## src/common/agms_pkg.sv

```systemverilog
// Shared constants for the attitude gain mode supervisor.
// Assumes a 20 MHz system clock and angular rates scaled at 64 LSB per deg/sec.
`default_nettype none

package agms_pkg;

  // ---------------------------------------------------------------------------
  // Timing
  // ---------------------------------------------------------------------------
  localparam int unsigned CLK_HZ = 20000000;
  localparam int unsigned UPDATE_HZ = 200;
  localparam int unsigned UPDATE_DIV = CLK_HZ / UPDATE_HZ;
  localparam int unsigned FREE_LIMIT_S = 60;
  localparam int unsigned FREE_LIMIT_UPD = FREE_LIMIT_S * UPDATE_HZ;
  localparam int unsigned INIT_UPD = 200;
  localparam int unsigned HIGH_UPD = 2000;

  // ---------------------------------------------------------------------------
  // Rate scaling and limits
  // ---------------------------------------------------------------------------
  localparam int unsigned LSB_PER_DPS = 64;
  localparam int unsigned QUIET_DPS = 3;
  localparam logic [16:0] QUIET_LIM = 17'(QUIET_DPS * LSB_PER_DPS);
  localparam int unsigned RATE_MAX_DPS = 300;
  localparam logic [16:0] RATE_MAX_LIM = 17'(RATE_MAX_DPS * LSB_PER_DPS);
  localparam logic [15:0] TURN_RESET = 16'h0280;

  // ---------------------------------------------------------------------------
  // Register map
  // ---------------------------------------------------------------------------
  localparam logic [7:0] CTRL_OFS = 8'h00;
  localparam logic [7:0] TURN_OFS = 8'h04;
  localparam logic [7:0] STAT_OFS = 8'h08;
  localparam logic [7:0] TIMER_OFS = 8'h0c;
  localparam int unsigned CTRL_FREE_BIT = 0;
  localparam int unsigned CTRL_RESTART_BIT = 1;
  localparam int unsigned CTRL_DYN_BIT = 2;
  localparam logic CTRL_FREE_RESET = 1'b0;
  localparam logic CTRL_RESTART_RESET = 1'b0;
  localparam logic CTRL_DYN_RESET = 1'b1;
  localparam int unsigned STAT_STATE_LSB = 16;

  // ---------------------------------------------------------------------------
  // Built-in-test word layout
  // ---------------------------------------------------------------------------
  localparam int unsigned BIT_FATAL = 0;
  localparam int unsigned BIT_ALG = 11;
  localparam int unsigned BIT_SENSOR = 12;
  localparam logic [15:0] BIT_RESET = 16'h0000;

  // ---------------------------------------------------------------------------
  // Estimator gain states
  // ---------------------------------------------------------------------------
  typedef enum logic [2:0] {
    ST_INIT = 3'b000,
    ST_HIGH = 3'b001,
    ST_NORMAL = 3'b010,
    ST_FREE = 3'b011,
    ST_FAULT = 3'b100
  } agms_state_t;

endpackage

`default_nettype wire

```

## src/logic/agms_axis_check.sv

```systemverilog
// Per-axis rate magnitude checks for the gain mode supervisor.
// Assumes all rate inputs come from logic on the same clock.
`timescale 1ns/1ns
`default_nettype none

module agms_axis_check (
  input wire logic [47:0] rate,
  input wire logic [47:0] lp_rate,
  input wire logic [15:0] turn_limit,
  output logic over_any,
  output logic quiet_all,
  output logic turn_exceeded
);

  logic [2:0] over;
  logic [2:0] quiet;
  logic [16:0] yaw_mag;

  // ---------------------------------------------------------------------------
  // Magnitudes per axis
  // ---------------------------------------------------------------------------
  // Magnitudes use 17 bits so that the most negative code does not wrap.
  genvar i;
  generate
    for (i = 0; i < 3; i++) begin : g_axis
      logic [15:0] raw;
      logic [15:0] lp;
      logic [16:0] raw_mag;
      logic [16:0] lp_mag;
      assign raw = rate[16*i +: 16];
      assign lp = lp_rate[16*i +: 16];
      assign raw_mag = raw[15] ? (17'h00000 - {raw[15], raw}) : {1'b0, raw};
      assign lp_mag = lp[15] ? (17'h00000 - {lp[15], lp}) : {1'b0, lp};
      assign over[i] = raw_mag > agms_pkg::RATE_MAX_LIM;
      assign quiet[i] = lp_mag < agms_pkg::QUIET_LIM;
    end
  endgenerate

  // Axis 2 is yaw; the turn test looks at its filtered magnitude.
  assign yaw_mag = g_axis[2].lp_mag;
  assign over_any = |over;
  assign quiet_all = &quiet;
  assign turn_exceeded = yaw_mag > {1'b0, turn_limit};

endmodule

`default_nettype wire

```

## src/logic/agms_supervisor.sv

```systemverilog
// Attitude estimator gain mode supervisor with an AHB-Lite register slave.
// Assumes rate inputs are on clk; the estimator obeys the gain and mode outputs.
`timescale 1ns/1ns
`default_nettype none

module agms_supervisor #(
  parameter int unsigned UPDATE_DIV = agms_pkg::UPDATE_DIV,
  parameter int unsigned FREE_LIMIT = agms_pkg::FREE_LIMIT_UPD,
  parameter int unsigned INIT_UPD = agms_pkg::INIT_UPD,
  parameter int unsigned HIGH_UPD = agms_pkg::HIGH_UPD
) (
  input wire logic clk,
  input wire logic nrst,
  input wire logic hsel,
  input wire logic [31:0] haddr,
  input wire logic [1:0] htrans,
  input wire logic hwrite,
  input wire logic [2:0] hsize,
  input wire logic [31:0] hwdata,
  input wire logic hready,
  output logic [31:0] hrdata,
  output logic hreadyout,
  output logic hresp,
  input wire logic [15:0] rate_x,
  input wire logic [15:0] rate_y,
  input wire logic [15:0] rate_z,
  input wire logic [15:0] lp_rate_x,
  input wire logic [15:0] lp_rate_y,
  input wire logic [15:0] lp_rate_z,
  output logic update_tick,
  output logic [2:0] gain_state,
  output logic estimator_reset,
  output logic free_gyro_active,
  output logic filter_corrections_on,
  output logic accel_coupling_on,
  output logic heavy_accel_feedback,
  output logic accel_feedback_reduced,
  output logic fatal_fault_flag,
  output logic rate_range_exceeded,
  output logic [15:0] bit_word
);

  agms_pkg::agms_state_t state;
  agms_pkg::agms_state_t next_state;
  logic next_reset;
  logic [16:0] div_cnt;
  logic [15:0] phase_cnt;
  logic [15:0] free_timer;
  logic free_en;
  logic restart_after_range_fault;
  logic dynamic_motion;
  logic [15:0] turn_limit;
  logic over_any;
  logic quiet_all;
  logic turn_exceeded;
  logic addr_ok;
  logic wr_pend;
  logic [7:0] wr_addr;
  logic [31:0] next_rdata;
  logic init_done;
  logic high_done;
  logic long_stay;

  // ---------------------------------------------------------------------------
  // Estimator update divider
  // ---------------------------------------------------------------------------
  // One-cycle enable at the estimator update rate; all mode decisions use it.
  always_ff @(posedge clk) begin
    if (!nrst) begin
      div_cnt <= 17'h00000;
      update_tick <= 1'b0;
    end else if (div_cnt == 17'(UPDATE_DIV - 1)) begin
      div_cnt <= 17'h00000;
      update_tick <= 1'b1;
    end else begin
      div_cnt <= div_cnt + 17'h00001;
      update_tick <= 1'b0;
    end
  end

  // ---------------------------------------------------------------------------
  // Rate checks
  // ---------------------------------------------------------------------------
  agms_axis_check u_check (
    .rate({rate_z, rate_y, rate_x}),
    .lp_rate({lp_rate_z, lp_rate_y, lp_rate_x}),
    .turn_limit(turn_limit),
    .over_any(over_any),
    .quiet_all(quiet_all),
    .turn_exceeded(turn_exceeded)
  );

  // ---------------------------------------------------------------------------
  // Mode state machine
  // ---------------------------------------------------------------------------
  assign init_done = phase_cnt >= 16'(INIT_UPD - 1);
  assign high_done = phase_cnt >= 16'(HIGH_UPD - 1);
  // Exactly sixty seconds counts as a short stay; only a longer one resets.
  assign long_stay = free_timer > 16'(FREE_LIMIT);

  // Over-range with restart on pre-empts every other transition outside the fault state.
  always_comb begin
    next_state = state;
    next_reset = 1'b0;
    if (state != agms_pkg::ST_FAULT && restart_after_range_fault && over_any) begin
      next_state = agms_pkg::ST_FAULT;
    end else begin
      unique case (state)
        agms_pkg::ST_INIT: begin
          if (free_en) begin
            next_state = agms_pkg::ST_FREE;
          end else if (init_done) begin
            next_state = agms_pkg::ST_HIGH;
          end
        end
        agms_pkg::ST_HIGH: begin
          if (free_en) begin
            next_state = agms_pkg::ST_FREE;
          end else if (high_done) begin
            next_state = agms_pkg::ST_NORMAL;
          end
        end
        agms_pkg::ST_NORMAL: begin
          if (free_en) begin
            next_state = agms_pkg::ST_FREE;
          end
        end
        agms_pkg::ST_FREE: begin
          if (!free_en && long_stay) begin
            next_state = agms_pkg::ST_INIT;
            next_reset = 1'b1;
          end else if (!free_en) begin
            next_state = agms_pkg::ST_NORMAL;
          end
        end
        agms_pkg::ST_FAULT: begin
          if (quiet_all) begin
            next_state = agms_pkg::ST_INIT;
            next_reset = 1'b1;
          end
        end
        default: begin
          next_state = agms_pkg::ST_INIT;
          next_reset = 1'b1;
        end
      endcase
    end
  end

  // State and the estimator reset pulse move only on update ticks.
  always_ff @(posedge clk) begin
    if (!nrst) begin
      state <= agms_pkg::ST_INIT;
      estimator_reset <= 1'b0;
    end else begin
      estimator_reset <= update_tick && next_reset;
      if (update_tick) begin
        state <= next_state;
      end
    end
  end

  // Time spent in the current state, used for the initialisation phases.
  always_ff @(posedge clk) begin
    if (!nrst) begin
      phase_cnt <= 16'h0000;
    end else if (update_tick) begin
      if (next_state != state) begin
        phase_cnt <= 16'h0000;
      end else if (phase_cnt != 16'hffff) begin
        phase_cnt <= phase_cnt + 16'h0001;
      end
    end
  end

  // Free-gyro duration; saturates so a very long stay still reads as long.
  always_ff @(posedge clk) begin
    if (!nrst) begin
      free_timer <= 16'h0000;
    end else if (update_tick) begin
      if (state != agms_pkg::ST_FREE) begin
        free_timer <= 16'h0000;
      end else if (free_timer != 16'hffff) begin
        free_timer <= free_timer + 16'h0001;
      end
    end
  end

  // ---------------------------------------------------------------------------
  // Estimator controls and status
  // ---------------------------------------------------------------------------
  assign gain_state = state;
  assign free_gyro_active = state == agms_pkg::ST_FREE;
  assign filter_corrections_on = !free_gyro_active;
  assign accel_coupling_on = !free_gyro_active;
  assign heavy_accel_feedback = state == agms_pkg::ST_INIT || state == agms_pkg::ST_HIGH
                                || !dynamic_motion;
  assign accel_feedback_reduced = turn_exceeded && !free_gyro_active;
  assign fatal_fault_flag = state == agms_pkg::ST_FAULT;

  // Over-range status follows the condition, sampled each update.
  always_ff @(posedge clk) begin
    if (!nrst) begin
      rate_range_exceeded <= 1'b0;
    end else if (update_tick) begin
      rate_range_exceeded <= over_any;
    end
  end

  // The test word lags the mode by one cycle; unrelated bits read zero.
  always_ff @(posedge clk) begin
    if (!nrst) begin
      bit_word <= agms_pkg::BIT_RESET;
    end else begin
      bit_word <= agms_pkg::BIT_RESET;
      bit_word[agms_pkg::BIT_FATAL] <= fatal_fault_flag;
      bit_word[agms_pkg::BIT_ALG] <= state == agms_pkg::ST_INIT
                                     || state == agms_pkg::ST_HIGH;
      bit_word[agms_pkg::BIT_SENSOR] <= rate_range_exceeded;
    end
  end

  // ---------------------------------------------------------------------------
  // AHB-Lite slave
  // ---------------------------------------------------------------------------
  // Zero wait states and always OKAY; unmapped reads return zero.
  assign hreadyout = 1'b1;
  assign hresp = 1'b0;
  assign addr_ok = hsel && hready && htrans[1];

  always_ff @(posedge clk) begin
    if (!nrst) begin
      wr_pend <= 1'b0;
      wr_addr <= 8'h00;
    end else begin
      wr_pend <= addr_ok && hwrite && haddr[31:8] == 24'h000000;
      wr_addr <= haddr[7:0];
    end
  end

  // Write data arrives one cycle after its address phase.
  always_ff @(posedge clk) begin
    if (!nrst) begin
      free_en <= agms_pkg::CTRL_FREE_RESET;
      restart_after_range_fault <= agms_pkg::CTRL_RESTART_RESET;
      dynamic_motion <= agms_pkg::CTRL_DYN_RESET;
      turn_limit <= agms_pkg::TURN_RESET;
    end else if (wr_pend) begin
      if (wr_addr == agms_pkg::CTRL_OFS) begin
        free_en <= hwdata[agms_pkg::CTRL_FREE_BIT];
        restart_after_range_fault <= hwdata[agms_pkg::CTRL_RESTART_BIT];
        dynamic_motion <= hwdata[agms_pkg::CTRL_DYN_BIT];
      end else if (wr_addr == agms_pkg::TURN_OFS) begin
        turn_limit <= hwdata[15:0];
      end
    end
  end

  always_comb begin
    next_rdata = 32'h00000000;
    if (haddr[31:8] == 24'h000000) begin
      if (haddr[7:0] == agms_pkg::CTRL_OFS) begin
        next_rdata[agms_pkg::CTRL_FREE_BIT] = free_en;
        next_rdata[agms_pkg::CTRL_RESTART_BIT] = restart_after_range_fault;
        next_rdata[agms_pkg::CTRL_DYN_BIT] = dynamic_motion;
      end else if (haddr[7:0] == agms_pkg::TURN_OFS) begin
        next_rdata[15:0] = turn_limit;
      end else if (haddr[7:0] == agms_pkg::STAT_OFS) begin
        next_rdata[15:0] = bit_word;
        next_rdata[agms_pkg::STAT_STATE_LSB +: 3] = state;
      end else if (haddr[7:0] == agms_pkg::TIMER_OFS) begin
        next_rdata[15:0] = free_timer;
      end
    end
  end

  // Read data is captured in the address phase and stands in the data phase.
  always_ff @(posedge clk) begin
    if (!nrst) begin
      hrdata <= 32'h00000000;
    end else if (addr_ok && !hwrite) begin
      hrdata <= next_rdata;
    end
  end
endmodule

`default_nettype wire

```

## config.mk

```make
export PLATFORM = sky130hd
export DESIGN_NAME = agms_supervisor
export DESIGN_NICKNAME = d
export VERILOG_FILES = /design/src/common/agms_pkg.sv /design/src/logic/agms_axis_check.sv /design/src/logic/agms_supervisor.sv
export SDC_FILE = /design/constraint.sdc
export NUM_CORES = 1
export LEC_CHECK = 0
export BUFFER_PORTS_ARGS = -buffer_cell sky130_fd_sc_hd__buf_2
export CORE_MARGIN = 2
export CORE_UTILIZATION = 48
export CTS_BUF_LIST = sky130_fd_sc_hd__clkbuf_4
export DETAILED_ROUTE_END_ITERATION = 8
export PLACE_DENSITY = 0.82
export RECOVER_POWER = 50
export SETUP_SLACK_MARGIN = 0.05
export SYNTH_ARGS = -nofsm -noshare
export SYNTH_HDL_FRONTEND = slang
export SYNTH_SLANG_ARGS = --single-unit
```

## constraint.sdc

```tcl
create_clock -name clk -period 4.05 [get_ports clk]
set_input_delay 0.81 -clock clk [delete_from_list [all_inputs] [get_ports clk]]
set_output_delay 0.81 -clock clk [all_outputs]
set_load 0.05 [all_outputs]
```

## Word-level counts from Yosys, hierarchy flattened

Index checks and enable logic that the tools add are counted.

- Register bits: 118
- Input bits: 170
- Output and inout port bits: 62
- Word-level logic and storage cells: 114

- Add/subtract/negate cells: 9
- Order comparisons: 10
- Eq/ne operators: 14
- Muxes and demuxes: 33
- Bitwise operators: 2
- Reduce and logical (&&, ||, !) cells: 30

Operators by type and width:

| kind | count |
|---|---|
| 16-bit 2-to-1 mux | 8 |
| 17-bit 2-to-1 mux | 6 |
| 1-bit by 16-bit subtractor with 17-bit output (first input constant) | 6 |
| 17-bit by 15-bit > comparator with 1-bit output (second input constant) | 3 |
| 17-bit by 8-bit < comparator with 1-bit output (second input constant) | 3 |
| 3-bit 2-to-1 mux | 12 |
| 16-bit by 1-bit adder with 16-bit output (second input constant) | 2 |
| 16-bit inequality test (second input constant) | 2 |
| 24-bit zero test | 1 |
| 19-bit 2-to-1 mux | 1 |
| 17-bit by 1-bit adder with 17-bit output (second input constant) | 1 |
| 17-bit equality test (second input constant) | 1 |
| 17-bit by 16-bit > comparator with 1-bit output | 1 |
| 8-bit by 3-bit equality test with 1-bit output (second input constant) | 2 |
| 8-bit by 4-bit equality test with 1-bit output (second input constant) | 2 |
| 16-bit by 11-bit greater-or-equal comparator with 1-bit output (second input constant) | 1 |
| 16-bit by 8-bit greater-or-equal comparator with 1-bit output (second input constant) | 1 |
| 16-bit by 14-bit > comparator with 1-bit output (second input constant) | 1 |
| 8-bit zero test | 2 |
| 3-bit one-hot mux with 5 select lines | 1 |
| 1-bit logical AND | 10 |
| 3-bit by 2-bit equality test with 1-bit output (second input constant) | 2 |
| 2-bit AND reduction | 3 |
| 3-bit AND reduction | 2 |
| other kinds (14) | 24 |

## Depth between registers and ports, before layout

Gate-level depths: netlist of run 1.

- Depth after elaboration: 10
- Depth in mapped cells: 16
- Gate-level depth less buffers: 16

## Modules after synthesis

A second synthesis of run 1 with hierarchy kept.

- Cells, all modules: 973
- Area, all modules: 7522.2 µm²

By module, submodules not included:

| module | instances | cells each | area an instance (µm²) | seq. area each (µm²) |
|---|---|---|---|---|
| agms_supervisor | 1 | 622 | 5291.3 | 2102.0 |
| agms_axis_check | 1 | 351 | 2230.9 | 0.0 |

## Least setup slack after synthesis of run 1

OpenSTA, ideal clock, no wires.

- Path type: input to register
- Start point: input rate_x[0]
- End point: register phase_cnt[14]
- Setup time: 0.059 ns
- Arrival: 4.333 ns
- Required time: 3.991 ns
- Path slack: -0.343 ns
- Stages on the path: 15
- Path buffers: 2
- Path through: inv_1 > ha_1 > or3b_2 > clkbuf_1 > or3_4 > mux2_2 > a32o_2 > o41ai_2 > o211a_1 > or4_1 > a211oi_2 > o21ai_2 > buf_6 > or4_1 > nand2_1

- Cells in the longest elaborated chain, start to end: 9
- Elaborated cells between the ends (all ways): 10
- Classes of those cells: add/sub (1); order compare (1); eq/ne (1); mux (3); reduce/logical (4)

Ends and longest elaborated chain:

| item | line | text |
|---|---|---|
| start, declared | agms_supervisor.sv:24 | `input wire logic [15:0] rate_x,` |
| 1-bit by 16-bit subtractor with 17-bit output | agms_axis_check.sv:32 | `assign raw_mag = raw[15] ? (17'h00000 - {raw[15], raw}) : {1'b0, raw};` |
| 17-bit 2-to-1 mux * | agms_axis_check.sv:32 |  |
| 17-bit by 15-bit > comparator with 1-bit output * | agms_axis_check.sv:34 | `assign over[i] = raw_mag > agms_pkg::RATE_MAX_LIM;` |
| 3-bit OR reduction * | agms_axis_check.sv:41 | `assign over_any = \|over;` |
| 1-bit logical AND * | agms_supervisor.sv:105 | `if (state != agms_pkg::ST_FAULT && restart_after_range_fault && over_any) begin` |
| 3-bit 2-to-1 mux * | agms_supervisor.sv:105 |  |
| 3-bit inequality test * | agms_supervisor.sv:168 | `if (next_state != state) begin` |
| 2-bit nonzero test (no source line) | n/a |  |
| 2-bit AND reduction (no source line) | n/a |  |
| end signal, assigned | agms_supervisor.sv:171 | `phase_cnt <= phase_cnt + 16'h0001;` |
| end, declared | agms_supervisor.sv:47 | `logic [15:0] phase_cnt;` |

Every way passes the cells marked *; elsewhere a longest branch is shown, timed or not.
A chain may end at the register's enable or synchronous reset.

## Final worst setup path of run 1

- Start point: input lp_rate_z[9]
- End point: output accel_feedback_reduced

- Cells in the longest elaborated chain, start to end: 4

Ends and longest elaborated chain:

| item | line | text |
|---|---|---|
| start, declared | agms_supervisor.sv:29 | `input wire logic [15:0] lp_rate_z,` |
| 1-bit by 16-bit subtractor with 17-bit output | agms_axis_check.sv:33 | `assign lp_mag = lp[15] ? (17'h00000 - {lp[15], lp}) : {1'b0, lp};` |
| 17-bit 2-to-1 mux * | agms_axis_check.sv:33 |  |
| 17-bit by 16-bit > comparator with 1-bit output * | agms_axis_check.sv:43 | `assign turn_exceeded = yaw_mag > {1'b0, turn_limit};` |
| 1-bit logical AND * | agms_supervisor.sv:198 | `assign accel_feedback_reduced = turn_exceeded && !free_gyro_active;` |
| end, declared | agms_supervisor.sv:37 | `output logic accel_feedback_reduced,` |

Marked as above.

==> summary.txt, run 1 <==
Yosys
  • Synth async-reset ratio: 0
  • Number of flops mapped to enable cells by yosys: 0
  • Post-synth top area cell: dfxtp_1
  • Seq/Total Area, Yosys: 0.286
  • Post-synthesis average cell area: 7.86 µm²
  • Synth area leaders: dfxtp_1, nand2_1, nor2_1
  • Synthesized flop and latch total: 105
  • Synth top area share: 0.286
  • Synth cell types: 83
  • Most used DFF post-synth: dfxtp_1
  • Cell count after synthesis: 935
  • Syn Std Cell Area: 0.00735 mm²
  • Synth warn: 0

Setup path
  • Type of element capturing the critical path: output pin
  • Sequence of cells on the critical path: buf_2, or4_4, or3_4, o41ai_4, xnor2_1, ha_1, a21o_1, a21o_1, a21oi_2, a211oi_2, a41o_4, buf_8
  • Crit path DAT: 3510 ps
  • Most used cell, CP: a21o_1
  • Worst setup SP type: primary input
  • Worst endpoint required time: 3240 ps
  • CP max stage cell: or4_4
  • Largest stage delay, worst path: 540 ps
  • Crit Path Max Fanout: 3
  • Crit path kind: primary input to output pin

GRT
  • Vias in the first global route: 6844
  • Largest net degree at the start of global routing: 40
  • Antenna violations before repair: 1
  • First-pass GRT wire length: 30900 µm
  • Total global-route track usage: 0.227
  • Gr ovfl total: 0

Power
  • Net Sw Frac: 0.298
  • Pint: 1.44 mW
  • NetSw: 0.612 mW
  • Static leakage: 3.80 nW
  • Sequential share of power: 0.509
  • Logic gate share of total power: 0.221
  • Clock share of power: 0.270
  • Peak supply drop: 0.000158 V
  • Power per cell area: 227 mW/mm²

Route
  • DRT iter0 DRCs: 472
  • Pre-Repair DR Iteration Count: 5
  • Drt total wl: 19500 µm
  • Post-detailed-route wirelength per cell: 14.4 µm
  • Drc violations: 0
  • Via density: 5.55
  • Antenna-violating nets left: 0
  • DR vias: 7529

Die
  • Row count: 45
  • Die height: 128 µm
  • Starting Density: 0.487
  • Core Area: 0.0151 mm²
  • Io pins: 232
  • Die W: 128 µm
  • DIE AREA: 0.0163 mm²

Finish
  • Share of cells above drive strength 1: 0.255
  • Reg area: 0.00210 mm²
  • Design Area, Final: 0.00905 mm²
  • Multi-input gate area: 0.00493 mm²
  • Post-Layout Cell Count: 1357
  • # fillers: 1377
  • Final net count: 1357
  • Synthesis-to-layout area growth: 23.1%

STA
  • Final Hold Violating Endpoints: 0
  • Fmax: 232 MHz
  • Setup Skew: 27.5 ps
  • Slew HR: 0.0954
  • RSZ-0062 raised after global routing: true
  • Final setup violation count: 1
  • Tcrit/Tclk final: 1.07
  • Worst setup margin: -267 ps
  • Minimum clock period: 4320 ps
  • Slew Viols, Final: 0
  • Worst Max-Slew Pin Slew: 1360 ps

CTS
  • CTS Root Buffer Type: clkbuf_4
  • Clock sinks: 105
  • Max Root-Sink Buffers: 2
  • Cts hold-fix bufs: 0
  • CTS tree: yes
  • Num CTS Buffers: 9
  • # H-tree levels: 3
  • CTS clk-pin slew, worst paths: 160 ps
  • Worst skew pair latency: 480 ps

Hold path
  • Worst min path class: flip-flop to flip-flop

Place
  • I/O Buffers: 183
  • Placed cells: 1337
  • Post-detail-place hpwl: 15300 µm
  • Dpl cell area: 0.00881 mm²
  • Final GP Congestion: 0.890

Job
  • Number of max-cap violations: 0

Run status
  • Run status: finished, violations left
  • Failing checks: negative setup slack
## power by group through the flow
stage | logic (mW) | clock network [mW] | registers (mW)
global route | 0.498 | 0.601 | 1.05
global placement | 0.428 | 0 | 1.07
CTS | 0.445 | 0.571 | 1.05
detailed placement | 0.437 | 0 | 1.07
floorplan | 0.273 | 0 | 1.07
finish | 0.453 | 0.554 | 1.05
## layout by cell type, fill, tap and decap left out, types with 27 or more instances in the layout
| cell | n |
|---|---|
| a21oi_1 | 28 |
| dfxtp_1 | 105 |
| buf_2 | 153 |
| nor2_1 | 82 |
| clkbuf_1 | 29 |
| nand3_1 | 27 |
| xor2_1 | 29 |
| o21ai_0 | 39 |
| mux2i_1 | 27 |
| inv_1 | 46 |
| nand2_1 | 85 |
| buf_4 | 75 |
| nor2b_1 | 31 |
| conb_1 | 28 |
## timing repair
action / CTS / global route
endpoints found under the setup margin: 1 / 15
resized for setup: 8 / 18
pin swaps: 4 / 12
setup buffers: 1 / 2
## cells in the mapped netlist, types with 6 or more instances
| cell | n |
|---|---|
| or3_1 | 15 |
| o211ai_1 | 9 |
| nand4_1 | 24 |
| nand3_1 | 28 |
| a22oi_1 | 17 |
| and3_1 | 15 |
| and4_1 | 6 |
| and2_1 | 24 |
| ha_1 | 24 |
| o21ai_0 | 43 |
| o41ai_1 | 7 |
| inv_1 | 48 |
| or4_1 | 16 |
| o21a_1 | 7 |
| nor2_1 | 82 |
| a21oi_1 | 30 |
| nor2b_1 | 31 |
| a31oi_1 | 7 |
| xor2_1 | 29 |
| nand2_1 | 85 |
| nor4_1 | 18 |
| nand2b_1 | 14 |
| nor3b_1 | 6 |
| o31ai_1 | 19 |
| xnor2_1 | 21 |
| nor3_1 | 22 |
| buf_4 | 30 |
| mux2i_1 | 27 |
| clkbuf_1 | 27 |
| dfxtp_1 | 105 |
## stage by stage
stage               setup TNS (ps)  hold slack (ps)  setup slack (ps)  total power [mW]   util
floorplan                    -89.9              449             -66.4              1.34      -
global placement             -3190              453              -366              1.50  0.584
detailed placement           -4180              460              -403              1.50  0.584
CTS                           -263              481              -263              2.06  0.595
global route                  -393              505              -377              2.15  0.600
finish                        -267              485              -267              2.05  0.600
## layer usage
metal | up-vias | track usage | share of wire
met3 | 29 | 0.0417 | 0.057
li1 | 3790 | - | -
met4 | 0 | 0.0614 | 0.018
met1 | 3483 | 0.285 | 0.44
met2 | 227 | 0.400 | 0.48
met5 | - | 0 | 0
## flip-flops by register name, indices dropped and copies added, names as in the netlist, 3 cells and up
register    count
phase_cnt      16
wr_addr         8
free_timer     16
gain_state      3
div_cnt        17
turn_limit     16
hrdata         19
bit_word        3
## critical path: cells and delay by family
| kind | cells | cell delay (ps) |
|---|---|---|
| AO/OA/AOI/OAI | 6 | 1060 |
| buffers and inverters | 2 | 250 |
| adder cells (fa/ha/maj) | 1 | 270 |
| XOR/XNOR | 1 | 160 |
| AND/OR/NAND/NOR | 2 | 950 |
## area by class of cell
| class | count | share of cell area |
|---|---|---|
| antenna | 1 | 0.000277 |
| clock buffer | 10 | 0.00830 |
| clock inverter | 6 | 0.00788 |
| inverter | 49 | 0.0203 |
| multi-input combinational | 740 | 0.544 |
| sequential | 105 | 0.232 |
| tap | 188 | 0.0260 |
| timing repair buffer | 258 | 0.161 |
## kinds of logic (layout without fill, tap and decap cells)
family,count (synthesis),count (layout),share of synthesized area
other,2,29,0.00102
xor gates and xnor gates,50,50,0.0596
AOI/OAI and AO/OA,196,196,0.187
buffers and inverters,116,323,0.0821
muxes,31,31,0.0444
adders and majority gates,24,24,0.0409
DFF,105,105,0.286
and+or+nand+nor,411,411,0.299
## path summary, 6_finish.rpt
path,from,end,slack [ps],cells after the start
min reg2reg,hrdata[0],hrdata[0],490,2
max reg2reg,free_timer[0],phase_cnt[5],620,12
min,hrdata[0],hrdata[0],490,2
max,lp_rate_z[9],accel_feedback_reduced,-270,12
(Power assumes the default switching activity.)
==> run 2, diff against run 1 <==
==> constraint.sdc (replaced) <==
create_clock -name clk -period 4.05 [get_ports clk]
set_input_delay 0 -clock clk [delete_from_list [all_inputs] [get_ports clk]]
set_output_delay 0 -clock clk [all_outputs]
set_load 0.05 [all_outputs]
==> summary.txt, run 2 (same netlist as run 1, synthesis figures left out) <==
Die
  • Row count: 45 (unchanged)
  • DIE AREA: 0.0163 mm² (unchanged)
  • Io pins: 232 (unchanged)
  • Core Area: 0.0151 mm² (unchanged)
  • Die W: 128 µm (unchanged)
  • Die height: 128 µm (unchanged)
  • Starting Density: 0.487 (unchanged)

Route
  • Pre-Repair DR Iteration Count: 5 (unchanged)
  • Via density: 5.68 (+2.3%)
  • Post-detailed-route wirelength per cell: 14.7 µm (+2.6%)
  • Drt total wl: 19400 µm (-0.42%)
  • DR vias: 7474 (-0.73%)
  • DRT iter0 DRCs: 586 (+24%)
  • Drc violations: 0 (unchanged)
  • Antenna-violating nets left: 0 (unchanged)

CTS
  • Worst skew pair latency: 480 ps (about the same)
  • # H-tree levels: 3 (unchanged)
  • CTS tree: yes
  • Clock sinks: 105 (unchanged)
  • # resized after CTS: 0 (-8)
  • Num CTS Buffers: 9 (unchanged)
  • CTS Root Buffer Type: clkbuf_4
  • Max Root-Sink Buffers: 2 (unchanged)
  • CTS clk-pin slew, worst paths: 170 ps (about the same)

STA
  • RSZ-0062 raised after global routing: false
  • Minimum clock period: 3710 ps (-602 ps)
  • Fmax: 269 MHz (+16%)
  • Final Hold Violating Endpoints: 0 (unchanged)
  • Final TNS setup: 0 ps (+267 ps)
  • Slew Viols, Final: 63 (+63)
  • Tcrit/Tclk final: 0.917 (-0.149)
  • Worst Max-Slew Pin Slew: 2260 ps (+904 ps)
  • Setup Skew: 17.3 ps (-10.1 ps)
  • Final setup violation count: 0 (-1)
  • Slew HR: -0.507 (-0.603)

Power
  • NetSw: 0.622 mW (+1.6%)
  • Peak supply drop: 0.000120 V (-24%)
  • Logic gate share of total power: 0.208 (-0.013)
  • Total power: 1.97 mW (-4.0%)
  • Static leakage: 3.51 nW (-7.6%)
  • Pint: 1.35 mW (-6.4%)
  • Power per cell area: 229 mW/mm² (+0.92%)
  • Sequential share of power: 0.531 (+0.022)
  • Clock share of power: 0.261 (-0.009)
  • Net Sw Frac: 0.316 (+0.0175)

Setup path
  • FF-to-FF path depth: 12 (unchanged)
  • Type of element capturing the critical path: flip-flop
  • Reg2Reg Launch Point: free_timer[0]
  • Largest stage delay, worst path: 600 ps (+60 ps)
  • Crit path DAT: 4130 ps (+620 ps)
  • Sequence of cells on the critical path: inv_1, ha_1, or4b_2, a41oi_1, o21ai_0, nand3_1, o211ai_1, or4_1, a211oi_2, o21ai_2, or4_1, o21ai_0
  • Crit Reg-Reg Endpoint: phase_cnt[5]
  • Worst endpoint required time: 4460 ps (+1220 ps)
  • Crit path kind: flip-flop to flip-flop
  • CP max stage cell: or4_1
  • Crit Path Max Fanout: 6 (+3)
  • R2r setup slk: 340 ps (-280 ps)
  • Worst setup SP type: flip-flop

Finish
  • Most frequent cells in the layout: buf_2, dfxtp_1, nand2_1
  • Post-Layout Cell Count: 1317 (-2.9%)
  • Largest register FFs: 19 (unchanged)
  • Top Registers: hrdata: 19 flops, div_cnt: 17 flops
  • Synthesis-to-layout area growth: 17.1%
  • Share of cells above drive strength 1: 0.173 (-0.0824)
  • Diode count: 0 (-1)
  • Final net count: 1318 (-2.9%)
  • Largest Register: hrdata
  • Most common cell after layout, fill and taps aside: buf_2

Hold path
  • Hold path start: hready
  • Worst min path class: primary input to flip-flop
  • Worst Hold End: hrdata[0]
  • Hold path depth: 5 (+3)

Place
  • Final GP Congestion: 0.912 (+2.5%)
  • Post-detail-place hpwl: 14500 µm (-5.7%)
  • I/O Buffers: 183 (unchanged)
  • Placed cells: 1270 (-5.0%)

Job
  • Number of max-cap violations: 1 (+1)

GRT
  • Largest net degree at the start of global routing: 63 (+57%)
  • First-pass GRT wire length: 31300 µm (+1.3%)
  • Total global-route track usage: 0.232 (+0.00541)
  • Antenna violations before repair: 0 (-1)
  • Gr ovfl total: 0 (unchanged)
  • Vias in the first global route: 6913 (+1.0%)

Run status
  • Run status: finished, violations left
  • Failing checks: max-capacitance violations, max-slew violations
run 2: cell types whose count changed in the layout (fill, tap and decap cells not counted), moves of 3 or more:
cell and delta:
clkbuf_1 +6, dlygate4sd3_1 +31, o21ai_0 +4, buf_2 -4
or4_4 -3, or4_1 +3, buf_4 -71
run 2: per-stage QoR:
step | util | hold slack, ps | worst slack, ps | instance area [µm²]
2_1_floorplan | - | 122 | 467 | 7450
3_3_place_gp | 0.544 | 211 | 228 | 8220
3_5_place_dp | 0.544 | 215 | 121 | 8220
4_1_cts | 0.573 | 65.1 | 422 | 8650
5_1_grt | 0.570 | 152 | 161 | 8600
6_report | 0.570 | 115 | 335 | 8600
run 2: timing repair:
action | 4_1_cts | 5_1_grt
hold buffers | 31 | 0
setup buffers | 0 | 0
hold endpoints to repair | 31 | 0
run 2: final cells by class:
class	count	area, µm²
clock buffer	10	75.1
clock inverter	6	50.0
fill	1385	6480
inverter	49	184
multi-input combinational	740	4740
sequential	105	2100
tap	188	235
timing repair buffer	219	1220
run 2: routing by layer:
metal,GRT usage,vias to the layer above,wire length (µm)
met4,0.0834,0,600
met2,0.414,248,9350
met5,0,-,0
met3,0.0417,48,962
li1,-,3713,-
met1,0.281,3465,8490
run 2: worst max-delay path by stage:
stage / endpoint / start / slack (ps)
after floorplan: phase_cnt[14] / rate_x[0] / 470
after global placement: phase_cnt[5] / rate_x[0] / 230
after detailed placement: phase_cnt[5] / rate_x[0] / 120
after CTS: phase_cnt[5] / free_timer[0] / 420
after global routing: phase_cnt[5] / free_timer[0] / 160
final: phase_cnt[5] / free_timer[0] / 340
run 2: worst max-delay path: cells and delay by family (launching register included):
family | cells | cell delay (ps)
AO/OA/AOI/OAI | 6 | 1240
adder cells (fa/ha/maj) | 1 | 150
buffers and inverters | 1 | 90
flip-flops | 1 | 380
AND/OR/NAND/NOR | 4 | 1800
run 2: power groups by stage:
stage / sequential, mW / clock, mW / combinational [mW]
2_1_floorplan: 1.07 / 0 / 0.264
3_3_place_gp: 1.07 / 0 / 0.375
3_5_place_dp: 1.07 / 0 / 0.383
4_1_cts: 1.05 / 0.524 / 0.405
5_1_grt: 1.05 / 0.561 / 0.451
6_report: 1.05 / 0.514 / 0.410
==> run 3, diff against run 2 <==
--- a/config.mk
+++ b/config.mk
@@ -6,13 +6,16 @@
 export NUM_CORES = 1
 export LEC_CHECK = 0
 export BUFFER_PORTS_ARGS = -buffer_cell sky130_fd_sc_hd__buf_2
+export CELL_PAD_IN_SITES_DETAIL_PLACEMENT = 2
+export CELL_PAD_IN_SITES_GLOBAL_PLACEMENT = 2
 export CORE_MARGIN = 2
-export CORE_UTILIZATION = 48
+export CORE_UTILIZATION = 27
 export CTS_BUF_LIST = sky130_fd_sc_hd__clkbuf_4
 export DETAILED_ROUTE_END_ITERATION = 8
 export PLACE_DENSITY = 0.82
 export RECOVER_POWER = 50
 export SETUP_SLACK_MARGIN = 0.05
+export SKIP_LAST_GASP = 1
 export SYNTH_ARGS = -nofsm -noshare
 export SYNTH_HDL_FRONTEND = slang
 export SYNTH_SLANG_ARGS = --single-unit
==> summary.txt, run 3 (same netlist as run 1, synthesis figures left out) <==
Route
  • Antenna-violating nets left: 0 (unchanged)
  • DRT iter0 DRCs: 307 (-48%)
  • Via density: 5.21 (-8.2%)
  • Drt total wl: 27300 µm (+41%)
  • Post-detailed-route wirelength per cell: 18.5 µm (+25%)
  • DR vias: 7709 (+3.1%)
  • Drc violations: 0 (unchanged)
  • Pre-Repair DR Iteration Count: 4 (-1)

CTS
  • CTS Root Buffer Type: clkbuf_4
  • CTS tree: yes
  • # resized after CTS: 0 (unchanged)
  • CTS clk-pin slew, worst paths: 170 ps (about the same)
  • # H-tree levels: 3 (unchanged)
  • Max Root-Sink Buffers: 2 (unchanged)
  • Num CTS Buffers: 9 (unchanged)
  • Clock sinks: 105 (unchanged)
  • Worst skew pair latency: 510 ps (+30 ps)

Finish
  • Synthesis-to-layout area growth: 20.6%
  • Share of cells above drive strength 1: 0.176 (+0.00318)
  • Most common cell after layout, fill and taps aside: buf_2
  • Final net count: 1326 (+0.61%)
  • Largest Register: hrdata
  • Reg area: 0.00210 mm² (unchanged)
  • # fillers: 3166 (+130%)
  • Largest register FFs: 19 (unchanged)
  • Top Registers: hrdata: 19 flops, div_cnt: 17 flops
  • Most frequent cells in the layout: buf_2, dfxtp_1, nand2_1
  • Core Util, Final: 0.331 (-0.240)
  • Multi-input gate area: 0.00474 mm² (unchanged)

Setup path
  • Crit path kind: flip-flop to flip-flop
  • Sequence of cells on the critical path: inv_1, ha_1, or4b_2, a41oi_1, o21ai_0, nand3_1, o211ai_1, or4_1, a211oi_2, o21ai_1, a311oi_1, a41o_1
  • Type of element capturing the critical path: flip-flop
  • Largest stage delay, worst path: 590 ps (about the same)
  • Worst setup SP type: flip-flop
  • R2r setup slk: 350 ps (+20 ps)
  • Crit Path Max Fanout: 7 (+1)
  • CP max stage cell: or4b_2
  • Crit path DAT: 4160 ps (+30 ps)
  • Worst endpoint required time: 4510 ps (+50 ps)

Job
  • Number of max-cap violations: 1 (unchanged)

STA
  • Setup Skew: 21.7 ps (+4.33 ps)
  • RSZ-0062 raised after global routing: false
  • Fmax: 270 MHz (+0.44%)
  • Tcrit/Tclk final: 0.913 (-0.00400)
  • Final TNS setup: 0 ps (unchanged)
  • Worst Max-Slew Pin Slew: 1570 ps (-690 ps)
  • Minimum clock period: 3700 ps (-16.2 ps)
  • Final Hold Violating Endpoints: 0 (unchanged)
  • Slew Viols, Final: 38 (-40%)
  • Slew HR: -0.0475 (+0.460)
  • Final setup violation count: 0 (unchanged)

Die
  • Die height: 169 µm (+32%)
  • DIE AREA: 0.0286 mm² (+75%)
  • Io pins: 232 (unchanged)
  • Core Area: 0.0268 mm² (+78%)
  • Starting Density: 0.274 (-0.213)
  • Row count: 60 (+33%)
  • Die W: 169 µm (+32%)

Power
  • Total power: 2.00 mW (+1.3%)
  • Peak supply drop: 0.000110 V (-8.6%)
  • Static leakage: 3.54 nW (+0.84%)
  • Power per cell area: 225 mW/mm² (-1.6%)

GRT
  • Total global-route track usage: 0.188 (-0.0444)
  • Vias in the first global route: 8246 (+19%)
  • Antenna violations before repair: 2 (+2)
  • Largest net degree at the start of global routing: 38 (-40%)
  • Gr ovfl total: 0 (unchanged)
  • First-pass GRT wire length: 43600 µm (+39%)

Place
  • Post-detail-place hpwl: 20300 µm (+40%)
  • I/O Buffers: 183 (unchanged)
  • Final GP Congestion: 0.804 (-12%)

Hold path
  • Worst min path class: primary input to flip-flop

Run status
  • Failing checks: max-capacitance violations, max-slew violations
  • Run status: finished, violations left
-- run 3: cell count changes in the layout (fill, tap and decap cells not counted), moves of 2 or more --
| cell | change |
|---|---|
| buf_4 | +4 |
| dlygate4sd3_1 | +4 |
| and2_1 | +2 |
| and2_0 | -2 |
| clkinv_2 | +2 |
-- run 3: per-stage QoR --
step / worst slack, ps / cells / area [µm²] / hold WS (ps)
after floorplan: 467 / 961 / 7450 / 122
after global placement: 220 / 1427 / 8440 / 219
after detailed placement: 97.0 / 1427 / 8440 / 226
after CTS: 346 / 1478 / 8910 / 2.08
after global routing: 186 / 1478 / 8860 / 83.2
final: 351 / 1479 / 8860 / 26.2
-- run 3: metal layers --
metal	GRT usage	up-vias	wire, µm
li1	-	3722	-
met1	0.210	3803	11200
met2	0.352	133	14200
met3	0.0397	49	1150
met4	0.0643	2	803
met5	0	-	13
-- run 3: path summary, 6_finish.rpt --
path,start,endpoint,depth (start not counted)
worst min register to register,rate_range_exceeded,bit_word[12],1
worst max register to register,free_timer[0],phase_cnt[11],12
worst min-delay path,haddr[25],hrdata[0],6
worst max-delay path,free_timer[0],phase_cnt[11],12
-- run 3: timing repair --
item / in CTS / in global routing
buffers inserted: 0 / 0
hold buffers: 35 / 0
hold endpoints to repair: 31 / 0
-- run 3: power breakdown --
group          internal (mW)  switching (mW)  total [mW]  leakage [nW]
clock network          0.135           0.384       0.519        0.0667
registers               1.04         0.00516        1.05         0.849
logic                  0.167           0.264       0.431          2.62
total                   1.34           0.653        2.00          3.54
-- run 3: final cells by class --
class / count / share of cell area
clock inverters: 6 / 0.00494
well taps: 341 / 0.0481
repair buffers: 227 / 0.145
inverters: 49 / 0.0208
multi-input cells: 740 / 0.535
diodes: 1 / 0.000282
clock buffers: 10 / 0.00847
flip-flops and latches: 105 / 0.237
-- run 3: worst max-delay path, delay by kind of cell (launching register included) --
family	cells	cell delay [ps]
fa+ha+maj	1	170
flops	1	400
buf+inv	1	120
simple gates	3	1240
compound gates	7	1750
